[src/hdl/can_obj_pkg.sv]
// Constants, types and register map for the message object register window.
// Assumes an 8-bit special function register bus and four message objects.
package can_obj_pkg;
	localparam int NUM_OBJ = 4;
	typedef logic [1:0] obj_idx_t;
	typedef logic [7:0] byte_t;
	typedef logic [3:0] dlc_t;
	typedef logic [10:0] ident_t;
	typedef logic [14:0] crc_t;
	// Object role, in field order 00, 01, 10, 11
	typedef enum logic [1:0] {CFG_DISABLE, CFG_TX, CFG_RX, CFG_RXBUF} obj_cfg_t;
	// Register offsets
	localparam byte_t ADDR_PAGE = 8'hb1;
	localparam byte_t ADDR_STATUS = 8'hb2;
	localparam byte_t ADDR_CTRL = 8'hb3;
	localparam byte_t ADDR_IDT1 = 8'hbc;
	localparam byte_t ADDR_IDT2 = 8'hbd;
	localparam byte_t ADDR_IDT3 = 8'hbe;
	localparam byte_t ADDR_IDT4 = 8'hbf;
	// Page register fields
	localparam int PAGE_NUM_LSB = 4;
	localparam byte_t PAGE_WR_MASK = 8'h3f;
	localparam byte_t PAGE_RESET = 8'h00;
	// Control and length register fields
	localparam int CTRL_CFG_LSB = 6;
	localparam int CTRL_REPLY_VALID_BIT = 5;
	localparam int CTRL_IDE_BIT = 4;
	localparam dlc_t DLC_MAX = 4'h8;
	// Status register fields
	localparam int ST_LENGTH_WARNING = 7;
	localparam int ST_TRANSMIT_DONE = 6;
	localparam int ST_RECEIVE_DONE = 5;
	localparam int ST_BIT_ERROR_FLAG = 4;
	localparam int ST_STUFF_ERROR_FLAG = 3;
	localparam int ST_CRC_ERROR_FLAG = 2;
	localparam int ST_FORM_ERROR_FLAG = 1;
	localparam int ST_ACK_ERROR_FLAG = 0;
	// Identifier tag fields
	localparam int IDT2_LSB = 5;
	localparam int IDT4_RTR_BIT = 2;
	localparam int IDT4_RB0_BIT = 0;
	// Object registers have no documented reset; cleared for determinism
	localparam byte_t OBJ_RESET = 8'h00;
	// Bus protocol figures
	localparam logic [2:0] STUFF_LIMIT = 3'h5;
	localparam crc_t CRC_POLY = 15'h4599;
	localparam crc_t CRC_INIT = 15'h0000;
endpackage : can_obj_pkg

[src/hdl/can_message_object_regs.sv]
// Message object register window: page select, control, status, identifier tags.
// Assumes a protocol engine alongside that supplies bit ticks, field phases and frame
// events, all synchronous to clk.
// What this block does
// RULE_01 - Configuration field sets object role
// RULE_02 - Software rewrites configuration to enable object
// RULE_03 - Auto reply sent only when reply valid
// RULE_04 - Extension bit selects 11 or 29 bit
// RULE_05 - Length code counts bytes, zero to eight
// RULE_06 - Received frame overwrites stored length code
// RULE_07 - Differing received length sets warning flag
// RULE_08 - Length replaced even when warning raised
// RULE_09 - Transmit done flag on successful send
// RULE_10 - Lowest index transmitter goes first
// RULE_11 - Receive done flag on successful reception
// RULE_12 - Lowest index hit object updated first
// RULE_13 - Bit error when monitored differs from driven
// RULE_14 - No bit error in arbitration, ack exceptions; code exempts the ack slot only while err_frame_tx is set
// RULE_15 - Stuff error after five equal bits
// RULE_16 - Receiver CRC mismatch sets CRC error
// RULE_17 - Form error on delimiter or frame end
// RULE_18 - Ack error when no dominant ack
// RULE_19 - First tag byte holds identifier ten..three
// RULE_20 - Second tag byte holds identifier two..zero
// RULE_21 - Third tag byte entirely reserved
// RULE_22 - Fourth tag byte: remote and reserved tags
// RULE_23 - Page object number selects accessed object
// RULE_24 - Flags stay set until software clears
// RULE_25 - Only enabled flag sources raise request
`timescale 1ns/1ns
`default_nettype none
module can_message_object_regs
(
	// Clock and reset
	input wire logic clk,
	input wire logic rst_n,
	// Special function register access
	input wire can_obj_pkg::byte_t sfr_addr,
	input wire logic sfr_wr,
	input wire logic sfr_rd,
	input wire can_obj_pkg::byte_t sfr_wdata,
	output can_obj_pkg::byte_t sfr_rdata,
	// Transmit selection towards the protocol engine
	input wire logic tx_ready,
	output logic tx_req,
	output can_obj_pkg::obj_idx_t tx_obj,
	output can_obj_pkg::ident_t tx_ident,
	output logic tx_ide,
	output can_obj_pkg::dlc_t tx_dlc,
	output logic tx_remote_tag,
	input wire logic tx_done,
	// Reception results
	input wire logic [3:0] rx_hit,
	input wire logic rx_remote,
	input wire can_obj_pkg::dlc_t rx_dlc,
	// Bit level view of the current frame
	input wire can_obj_pkg::obj_idx_t frame_obj,
	input wire logic bit_tick,
	input wire logic bus_level,
	input wire logic drive_level,
	input wire logic tx_active,
	input wire logic in_arbitration,
	input wire logic err_frame_tx,
	input wire logic stuff_region,
	input wire logic crc_region,
	input wire logic crc_field,
	input wire logic crc_field_end,
	input wire logic fixed_form_bit,
	input wire logic ack_slot,
	// Object enables and flag requests
	input wire can_obj_pkg::byte_t int_src_enable,
	output logic [3:0] object_enable,
	output logic [3:0] obj_int
);
	import can_obj_pkg::*;

	// Lowest set bit of a four-bit vector
	function automatic obj_idx_t lowest(input logic [3:0] v);
		obj_idx_t r;
		r = 2'h0;
		for (int k = NUM_OBJ - 1; k >= 0; k--)
		begin
			if (v[k])
				r = obj_idx_t'(k);
		end
		return r;
	endfunction : lowest

	////////////////////////////////////////////////////////////////////////////////
	// Page register and per-object storage
	byte_t page_r, page_nxt;
	obj_idx_t page_obj;
	byte_t ctrl_r [NUM_OBJ];
	byte_t stat_r [NUM_OBJ];
	byte_t idt1_r [NUM_OBJ];
	logic [2:0] idt2_r [NUM_OBJ];
	logic [NUM_OBJ-1:0] rtr_r, rb0_r, en_r, rpend_r;
	logic [3:0] tx_cand, rx_ok;
	obj_idx_t rx_sel;
	logic [4:0] err_vec;

	// Object number picks the register set
	assign page_obj = page_r[PAGE_NUM_LSB +: 2]; // RULE_23

	// Page register next value
	always_comb
	begin
		page_nxt = page_r;
		if (sfr_wr && sfr_addr == ADDR_PAGE)
			page_nxt = sfr_wdata & PAGE_WR_MASK;
	end

	always_ff @(posedge clk)
	begin
		if (!rst_n)
			page_r <= PAGE_RESET;
		else
			page_r <= page_nxt;
	end

	// Only the lowest enabled hit object takes the frame
	assign rx_ok = rx_hit & en_r;
	assign rx_sel = lowest(rx_ok); // RULE_12

	////////////////////////////////////////////////////////////////////////////////
	// Per-object register sets
	genvar gi;
	generate
		for (gi = 0; gi < NUM_OBJ; gi++)
		begin : g_obj
			byte_t ctrl_nxt, stat_nxt, idt1_nxt, set_bits;
			logic [2:0] idt2_nxt;
			logic rtr_nxt, rb0_nxt, en_nxt, rpend_nxt, sel, rx_take, tx_fin;

			assign sel = (page_obj == obj_idx_t'(gi));
			assign rx_take = |rx_ok && rx_sel == obj_idx_t'(gi);
			assign tx_fin = tx_done && frame_obj == obj_idx_t'(gi);

			// Software writes first, hardware events override
			always_comb
			begin
				ctrl_nxt = ctrl_r[gi];
				stat_nxt = stat_r[gi];
				idt1_nxt = idt1_r[gi];
				idt2_nxt = idt2_r[gi];
				rtr_nxt = rtr_r[gi];
				rb0_nxt = rb0_r[gi];
				en_nxt = en_r[gi];
				rpend_nxt = rpend_r[gi];
				set_bits = 8'h00;
				if (sfr_wr && sel)
				begin
					unique case (sfr_addr)
						ADDR_CTRL:
						begin
							ctrl_nxt = sfr_wdata; // RULE_01 RULE_04 RULE_05
							en_nxt = sfr_wdata[CTRL_CFG_LSB +: 2] != CFG_DISABLE; // RULE_02
						end
						ADDR_STATUS: stat_nxt = stat_r[gi] & sfr_wdata; // RULE_24
						ADDR_IDT1: idt1_nxt = sfr_wdata; // RULE_19
						ADDR_IDT2: idt2_nxt = sfr_wdata[IDT2_LSB +: 3]; // RULE_20
						ADDR_IDT4:
						begin
							rtr_nxt = sfr_wdata[IDT4_RTR_BIT]; // RULE_22
							rb0_nxt = sfr_wdata[IDT4_RB0_BIT];
						end
						default: ; // Reserved third tag byte ignores writes
					endcase
				end
				if (rx_take)
				begin
					ctrl_nxt[3:0] = rx_dlc; // RULE_06 RULE_08
					set_bits[ST_RECEIVE_DONE] = 1'b1; // RULE_11
					set_bits[ST_LENGTH_WARNING] = rx_dlc != ctrl_r[gi][3:0]; // RULE_07
					if (rx_remote)
						rpend_nxt = 1'b1;
				end
				if (tx_fin)
				begin
					set_bits[ST_TRANSMIT_DONE] = 1'b1; // RULE_09
					en_nxt = 1'b0;
					rpend_nxt = 1'b0;
				end
				if (frame_obj == obj_idx_t'(gi))
					set_bits[4:0] = set_bits[4:0] | err_vec;
				// Set beats a same-cycle clear
				stat_nxt = stat_nxt | set_bits; // RULE_24
			end

			always_ff @(posedge clk)
			begin
				if (!rst_n)
				begin
					ctrl_r[gi] <= OBJ_RESET;
					stat_r[gi] <= OBJ_RESET;
					idt1_r[gi] <= OBJ_RESET;
					idt2_r[gi] <= 3'h0;
					rtr_r[gi] <= 1'b0;
					rb0_r[gi] <= 1'b0;
					en_r[gi] <= 1'b0;
					rpend_r[gi] <= 1'b0;
				end
				else
				begin
					ctrl_r[gi] <= ctrl_nxt;
					stat_r[gi] <= stat_nxt;
					idt1_r[gi] <= idt1_nxt;
					idt2_r[gi] <= idt2_nxt;
					rtr_r[gi] <= rtr_nxt;
					rb0_r[gi] <= rb0_nxt;
					en_r[gi] <= en_nxt;
					rpend_r[gi] <= rpend_nxt;
				end
			end

			// Transmitters, or a pending auto reply once marked valid
			assign tx_cand[gi] = en_r[gi] && (ctrl_r[gi][CTRL_CFG_LSB +: 2] == CFG_TX
				|| (rpend_r[gi] && ctrl_r[gi][CTRL_REPLY_VALID_BIT])); // RULE_03
			// Masked flags stay visible but do not interrupt
			assign obj_int[gi] = |(stat_r[gi] & int_src_enable); // RULE_25
		end
	endgenerate

	assign object_enable = en_r;

	////////////////////////////////////////////////////////////////////////////////
	// Bit level error detection
	logic [2:0] run_r, run_nxt;
	logic last_r, last_nxt;
	crc_t crc_r, crc_nxt, rcrc_r, rcrc_nxt;
	logic fb;

	// Stuff run length and CRC shifters
	always_comb
	begin
		run_nxt = run_r;
		last_nxt = last_r;
		crc_nxt = crc_r;
		rcrc_nxt = rcrc_r;
		fb = bus_level ^ crc_r[14];
		if (!stuff_region)
			run_nxt = 3'h0;
		else if (bit_tick)
		begin
			last_nxt = bus_level;
			if (run_r != 3'h0 && bus_level == last_r && run_r != STUFF_LIMIT)
				run_nxt = run_r + 3'h1;
			else if (run_r == 3'h0 || bus_level != last_r)
				run_nxt = 3'h1;
		end
		if (!crc_region && !crc_field && !crc_field_end)
		begin
			crc_nxt = CRC_INIT;
			rcrc_nxt = CRC_INIT;
		end
		else if (bit_tick && crc_region)
			crc_nxt = {crc_r[13:0], 1'b0} ^ (fb ? CRC_POLY : CRC_INIT); // RULE_16
		else if (bit_tick && crc_field)
			rcrc_nxt = {rcrc_r[13:0], bus_level};
	end

	always_ff @(posedge clk)
	begin
		if (!rst_n)
		begin
			run_r <= 3'h0;
			last_r <= 1'b0;
			crc_r <= CRC_INIT;
			rcrc_r <= CRC_INIT;
		end
		else
		begin
			run_r <= run_nxt;
			last_r <= last_nxt;
			crc_r <= crc_nxt;
			rcrc_r <= rcrc_nxt;
		end
	end

	// Error pulses, ordered as status bits four down to zero
	always_comb
	begin
		err_vec = 5'h00;
		err_vec[ST_BIT_ERROR_FLAG] = bit_tick && tx_active && bus_level != drive_level // RULE_13
			&& !(in_arbitration && drive_level && !bus_level) // RULE_14
			&& !(ack_slot && err_frame_tx && !bus_level);
		err_vec[ST_STUFF_ERROR_FLAG] = bit_tick && stuff_region && run_r == STUFF_LIMIT
			&& bus_level == last_r; // RULE_15
		err_vec[ST_CRC_ERROR_FLAG] = crc_field_end && !tx_active && rcrc_r != crc_r; // RULE_16
		err_vec[ST_FORM_ERROR_FLAG] = bit_tick && fixed_form_bit && !bus_level; // RULE_17
		err_vec[ST_ACK_ERROR_FLAG] = bit_tick && ack_slot && tx_active && bus_level; // RULE_18
	end

	////////////////////////////////////////////////////////////////////////////////
	// Transmit selection and register read-back
	byte_t rdata_r, rdata_nxt;
	logic txreq_r, txreq_nxt, ide_r, ide_nxt, rtag_r, rtag_nxt;
	obj_idx_t txobj_r, txobj_nxt;
	ident_t ident_r, ident_nxt;
	dlc_t dlc_r, dlc_nxt;

	always_comb
	begin
		txreq_nxt = tx_ready && |tx_cand;
		txobj_nxt = lowest(tx_cand); // RULE_10
		ident_nxt = {idt1_r[txobj_nxt], idt2_r[txobj_nxt]}; // RULE_19 RULE_20
		ide_nxt = ctrl_r[txobj_nxt][CTRL_IDE_BIT]; // RULE_04
		dlc_nxt = ctrl_r[txobj_nxt][3:0] > DLC_MAX ? DLC_MAX : ctrl_r[txobj_nxt][3:0]; // RULE_05
		rtag_nxt = rtr_r[txobj_nxt];
		rdata_nxt = rdata_r;
		if (sfr_rd)
		begin
			unique case (sfr_addr)
				ADDR_PAGE: rdata_nxt = page_r;
				ADDR_STATUS: rdata_nxt = stat_r[page_obj];
				ADDR_CTRL: rdata_nxt = ctrl_r[page_obj];
				ADDR_IDT1: rdata_nxt = idt1_r[page_obj];
				ADDR_IDT2: rdata_nxt = {idt2_r[page_obj], 5'h00};
				ADDR_IDT4: rdata_nxt = {5'h00, rtr_r[page_obj], 1'b0, rb0_r[page_obj]}; // RULE_22
				default: rdata_nxt = 8'h00; // RULE_21
			endcase
		end
	end

	always_ff @(posedge clk)
	begin
		if (!rst_n)
		begin
			rdata_r <= 8'h00;
			txreq_r <= 1'b0;
			txobj_r <= 2'h0;
			ident_r <= 11'h000;
			ide_r <= 1'b0;
			dlc_r <= 4'h0;
			rtag_r <= 1'b0;
		end
		else
		begin
			rdata_r <= rdata_nxt;
			txreq_r <= txreq_nxt;
			txobj_r <= txobj_nxt;
			ident_r <= ident_nxt;
			ide_r <= ide_nxt;
			dlc_r <= dlc_nxt;
			rtag_r <= rtag_nxt;
		end
	end

	assign sfr_rdata = rdata_r;
	assign tx_req = txreq_r;
	assign tx_obj = txobj_r;
	assign tx_ident = ident_r;
	assign tx_ide = ide_r;
	assign tx_dlc = dlc_r;
	assign tx_remote_tag = rtag_r;
endmodule : can_message_object_regs
`default_nettype wire

[config.mk]
export PLATFORM = sky130hd
export DESIGN_NAME = can_message_object_regs
export DESIGN_NICKNAME = d
export VERILOG_FILES = /design/src/hdl/can_obj_pkg.sv /design/src/hdl/can_message_object_regs.sv
export SDC_FILE = /design/constraint.sdc
export NUM_CORES = 1
export LEC_CHECK = 0
export BUFFER_PORTS_ARGS = -buffer_cell sky130_fd_sc_hd__buf_2
export CAP_MARGIN = 40
export CORE_MARGIN = 2
export CORE_UTILIZATION = 38
export CTS_BUF_LIST = sky130_fd_sc_hd__clkbuf_4
export CTS_CLUSTER_SIZE = 25
export DETAILED_ROUTE_END_ITERATION = 16
export PLACE_DENSITY_LB_ADDON = 0.12
export SLEW_MARGIN = 10
export SYNTH_ARGS = -nofsm -noshare
export SYNTH_HDL_FRONTEND = slang
export SYNTH_SLANG_ARGS = --single-unit
export TNS_END_PERCENT = 50
[constraint.sdc]
create_clock -name clk -period 3.2 [get_ports clk]
set_input_delay 0.48 -clock clk [delete_from_list [all_inputs] [get_ports clk]]
set_output_delay 0.48 -clock clk [all_outputs]
set_load 0.005 [all_outputs]
==> impl_metrics.yaml, run 1 <==
place:
  port_buffers: 88
  dp_cells: 1348
  placed_area_um2: 10200
  dp_slack_ps: 656
  gp_congestion: 0.886
  dp_hpwl_um: 19700
power:
  finalPower_mw: 4.31
  ir_worst_vdd_uv: 188
  p_leak_nw: 3.84
  power_density_nw_per_um2: 412
cells_and_area:
  fin_util: 0.431
  final_area_um2: 10500
  layout.nets: 1099
  final_cell_mix: "dfxtp_1, nand2_1, a21oi_1, buf_2, o21ai_0"
  final_common_cell: "dfxtp_1"
  areaGrowthSynthToFinish_pct: 11.5
  drive_gt1_frac: 0.176
  final_cells: 1382
setup_path:
  cp.required_ps: 3480
  crit_arrival_ps: 2540
  path_max_fanout: 11
  cp-end-kind: "flop"
  critPathKind: "flop to flop"
  start_kind: "flop"
drt:
  wirelength_um: 27800
  ant_nets: 0
  viasPerCell: 5.48
  dr_total_vias: 7570
  dr.pass1.iters: 5
  drtIter0Drc: 616
  drc: 0
  wl_per_cell_um: 20.1
clock_network:
  hold_buffers: 0
  cts-buffers-inserted: 17
  cts_resized: 0
  cts.sinks: 194
  cts_setup_buffers: 0
  htreeDepth: 4
  root_buffer: "clkbuf_4"
  insertion_delay_ps: 620
  clock_tree.buffer_depth: 2
  cts.clk_slew.worst_paths_ps: 170
  cts_tree: "yes"
global_route:
  grt_pass1_vias: 6960
  gr-total-overflow: 0
  grt_usage: 0.215
  grt_max_degree: 61
  antenna_found_initial: 2
  grt_pass1_wl_um: 42600
die:
  ios: 89
  rows: 57
  start_util: 0.387
  dieArea_um2: 26000
  dieWidth_um: 161
  die_y_um: 161
  core_um2: 24200
outcome:
  status: "completed"
logic_synthesis:
  synthesis.area_um2: 9380
  synth_cells: 977
  synth_flop_cell: "dfxtp_1"
  yosys_warnings: 0
  ys_async_sr_fraction: 0
  synth_edf_count: 44
  ys_types: 58
  synth_seq_cells: 194
  syn_nets: 1033
  yosysSeqAreaShare: 0.461
  synth.avg_cell_area_um2: 9.60
timing:
  hold_viol: 0
  setup_violations: 0
  max_slew_margin: 0.431
  period_share: 0.708
  fin_ws_ps: 933
  hold_ws_ps: 98.6
  max_clock_freq_ghz: 0.441
  drv_slew: 0
  worstMarginPinSlew_ps: 852
  fin_skew_ps: 34.9
  tns_ps: 0
  rsz0062_at_grt: "false"
  layout_min_cycle_time_ps: 2270
min_path:
  hold_path_class: "input pin to flop"
job:
  max_cap_violations: 0
-- per-layer routing --
| layer | global-route usage | wire length (um) | vias up |
|---|---|---|---|
| met1 | 0.320 | 13400 | 3650 |
| met2 | 0.331 | 12500 | 243 |
| met4 | 0.0511 | 339 | 0 |
| li1 | - | - | 3657 |
| met5 | 0 | 0 | - |
| met3 | 0.0303 | 1530 | 20 |
-- critical path: stages (launching register included) --
cell and delay [ps]:
dfxtp_1 630, nand2_1 120, nor2_1 430, and3_1 380, nand2b_1 380
-- state kept, by name, summed over array words and instances, names as in the netlist, 2 cells and up, named ones only --
register / cells
crc_r: 15
ctrl_r: 32
idt1_r: 32
idt2_r: 12
object_enable: 4
page_r: 6
rb0_r: 4
rcrc_r: 15
rpend_r: 4
rtr_r: 4
run_r: 3
sfr_rdata: 8
stat_r: 32
tx_dlc: 4
tx_ident: 11
tx_obj: 2
-- power by group --
group / switching [mW] / internal, mW / total, mW
sequential: 0.0305 / 2.55 / 2.58
combinational: 0.223 / 0.115 / 0.338
clock: 0.968 / 0.426 / 1.39
total: 1.22 / 3.09 / 4.31
-- cell families (layout without fill, tap and decap cells) --
family | after synthesis | count (layout) | synth area share
muxes | 87 | 87 | 0.132
adders and majority gates | 3 | 3 | 0.00400
other | 0 | 2 | 0
buffers and inverters | 70 | 149 | 0.0337
xor gates and xnor gates | 39 | 39 | 0.0364
DFF | 194 | 194 | 0.461
AOI/OAI and AO/OA | 241 | 241 | 0.149
and+or+nand+nor | 343 | 343 | 0.184
-- final timing paths --
check	from	to	slack [ps]	cells after the start
setup reg to reg	page_r[5]	idt1_r[2][1]	930	4
hold / removal	tx_ready	tx_req	100	3
hold reg to reg	rcrc_r[7]	rcrc_r[8]	470	2
setup / recovery	page_r[5]	idt1_r[2][1]	930	4
-- layout make-up --
type	instances	area, um2
fillers	2388	13800
multi-input cells	713	4770
flip-flops and latches	194	4330
repair buffers	110	631
well taps	324	405
clock inverters	15	164
clock buffers	17	128
inverters	7	26.3
diodes	2	5.00
-- Yosys cell counts (13+ instances only) --
cell	n	area share
dfxtp_1	150	0.32
a22oi_1	21	0.017
o22ai_1	17	0.011
and2_1	50	0.033
edfxtp_1	44	0.14
mux4_2	29	0.070
clkbuf_1	42	0.017
mux2i_1	58	0.062
nor2_1	43	0.017
a21oi_1	101	0.054
nand3_1	21	0.011
o21ai_0	62	0.033
buf_2	13	0.0069
xor2_1	28	0.026
nor2b_1	21	0.014
nand2_1	147	0.059
Note: power is estimated with default switching activity, not from simulation.
==> run 2, diff against run 1 <==
ABC_AREA = 1   (was not set)
clock period = 2.2 ns   (was 3.2 ns; I/O delays follow)
==> run 2 against run 1 <==
  * Clock power increased by 44%
  * Sequential cell count is the same
  * Worst setup slack got worse by 750 ps
  * Total power increased by 45%
  * Via count rose by 21%
  * Critical path type is now flop to output port
  * Combinational power increased by 53%
  * Non-clock buffer count grew 14
  * Highest routed layer unchanged
==> impl_metrics.yaml, run 2 <==
outcome:
  status: "completed"
cells_and_area:
  drive_gt1_frac: 0.148
  layout.nets: 1449
  final_common_cell: "nand2_1"
  final_cells: 1738
  reg_top3: "ctrl_r: 32 flops, idt1_r: 32 flops, stat_r: 32 flops"
  areaGrowthSynthToFinish_pct: 11.1
  final_area_um2: 10900
  final_cell_mix: "nand2_1, dfxtp_1, a21oi_1, nor2_1, inv_1"
drt:
  drtIter0Drc: 706
  dr_total_vias: 9132
  viasPerCell: 5.25
  drc: 0
  dr.pass1.iters: 5
  ant_nets: 0
  wl_per_cell_um: 18.0
  wirelength_um: 31400
global_route:
  grt_pass1_vias: 8745
  grt_pass1_wl_um: 48400
  grt_max_degree: 84
  antenna_found_initial: 1
  gr-total-overflow: 0
  grt_usage: 0.235
place:
  dp_hpwl_um: 22800
  dp_cells: 1701
  placed_area_um2: 10600
  dp_slack_ps: 111
  gp_congestion: 0.864
  port_buffers: 88
die:
  ios: 89
  rows: 58
  dieArea_um2: 27100
  die_y_um: 165
  core_um2: 25300
  dieWidth_um: 165
  start_util: 0.389
timing:
  rsz0062_at_grt: "false"
  drv_slew: 0
  period_share: 0.918
  hold_viol: 0
  fin_skew_ps: 26.3
  setup_violations: 0
  tns_ps: 0
  max_slew_margin: 0.564
  layout_min_cycle_time_ps: 2020
  worstMarginPinSlew_ps: 651
  fin_ws_ps: 181
  max_clock_freq_ghz: 0.495
power:
  power_density_nw_per_um2: 575
  ir_worst_vdd_uv: 394
  clkPwrFrac: 0.319
  internal_power_mw: 4.49
  combPwrFrac: 0.082
  p_sw_mw: 1.78
  swShare: 0.284
  seq_power_share: 0.599
  p_leak_nw: 4.30
logic_synthesis:
  synthesis.area_um2: 9820
  yosysMostFrequentCell: "nand2_1"
  yosys_warnings: 0
  ys_types: 51
  synth_cells: 1317
  synth_flop_cell: "dfxtp_1"
  synth_top_cell_by_area: "dfxtp_1"
  syn_nets: 1373
  synth_top_area_frac: 0.306
  ys_async_sr_fraction: 0
  synth_edf_count: 44
  synth_seq_cells: 194
  synth.area.top_cells: "dfxtp_1, edfxtp_1, nand2_1, a21oi_1, o21ai_0"
  synth.avg_cell_area_um2: 7.45
  yosysSeqAreaShare: 0.440
  synth_common_cells: "nand2_1, dfxtp_1, a21oi_1"
clock_network:
  cts_resized: 0
  clock_tree.buffer_depth: 2
  insertion_delay_ps: 600
  cts_setup_buffers: 0
  cts.sinks: 194
  cts.clk_slew.worst_paths_ps: 170
  cts_tree: "yes"
  root_buffer: "clkbuf_4"
  htreeDepth: 4
  cts-buffers-inserted: 17
  hold_buffers: 3
min_path:
  hold_path_class: "input pin to flop"
setup_path:
  cp-end-kind: "output port"
  r2r_slack_ps: 350
  cp.required_ps: 1870
  cpPeakStageDelay_ps: 370
  crit_chain: "a22o_1, a221oi_1, nand3_1, buf_2"
  start_kind: "flop"
  path_max_fanout: 3
  critPathKind: "flop to output port"
  crit_path_top_delay_cell: "dfxtp_1"
  cp_num_buf_inv: 1
  crit_family: "compound AO/OA/AOI/OAI gates"
  crit_arrival_ps: 1690
job:
  max_cap_violations: 0
-- run 2: cell count changes in the layout (fill, tap and decap cells not counted), moves of 18 or more --
cell / before / now
nand2_1: 147 / 304
inv_1: 6 / 123
nor2_1: 43 / 126
mux2i_1: 58 / 0
and2_1: 50 / 0
nand3_1: 21 / 71
a21oi_1: 101 / 145
o21ai_0: 62 / 97
mux4_2: 29 / 0
nor2b_1: 21 / 0
a22oi_1: 21 / 1
xor2_1: 28 / 9
o31ai_1: 0 / 18
xnor2_1: 11 / 29
-- run 2: stage by stage --
stage	hold WS, ps	power [mW]	utilization
floorplan	423	4.11	-
global placement	434	4.34	0.420
detailed placement	441	4.34	0.420
CTS	8.07	6.31	0.432
global route	13.9	6.52	0.432
finish	51.0	6.27	0.432
-- run 2: path summary, 6_finish.rpt --
path | start | endpoint | cells past startpoint
max | stat_r[0][1] | obj_int[0] | 4
min | tx_done | stat_r[0][6] | 3
max reg2reg | ctrl_r[2][7] | tx_ide | 11
min reg2reg | page_r[0] | page_r[0] | 2
-- run 2: power groups by stage --
stage / sequential [mW] / combinational, mW / clock [mW]
floorplan: 3.82 / 0.293 / 0
global placement: 3.83 / 0.512 / 0
detailed placement: 3.83 / 0.512 / 0
CTS: 3.75 / 0.518 / 2.04
global route: 3.76 / 0.570 / 2.18
finish: 3.75 / 0.516 / 2.00
-- run 2: logic make-up after synthesis --
| logic type | count (synthesis) | synth area share |
|---|---|---|
| and+or+nand+nor | 549 | 0.240 |
| DFF | 194 | 0.440 |
| AOI/OAI and AO/OA | 328 | 0.192 |
| adders and majority gates | 3 | 0.00382 |
| xor gates and xnor gates | 39 | 0.0356 |
| buffers and inverters | 204 | 0.0883 |
-- run 2: layout make-up --
| cell class | instances | area, um2 |
|---|---|---|
| antenna | 2 | 5.00 |
| fill | 2699 | 14300 |
| tap | 330 | 413 |
| multi-input combinational | 919 | 4630 |
| sequential | 194 | 4330 |
| clock inverter | 14 | 145 |
| clock buffer | 18 | 135 |
| inverter | 137 | 517 |
| timing repair buffer | 124 | 743 |
-- run 2: routing by layer --
layer	up-vias	routed length (um)	GRT usage
li1	4532	-	-
met1	4286	14300	0.313
met2	265	14700	0.391
met3	49	1500	0.0314
met4	0	794	0.0850
met5	-	0	0
-- run 2: worst register-to-register path: cells and delay by family, from the launching register on --
kind / cells / cell delay (ps)
DFF: 1 / 340
buffers and inverters: 2 / 270
AOI/OAI and AO/OA: 1 / 320
and+or+nand+nor: 8 / 810
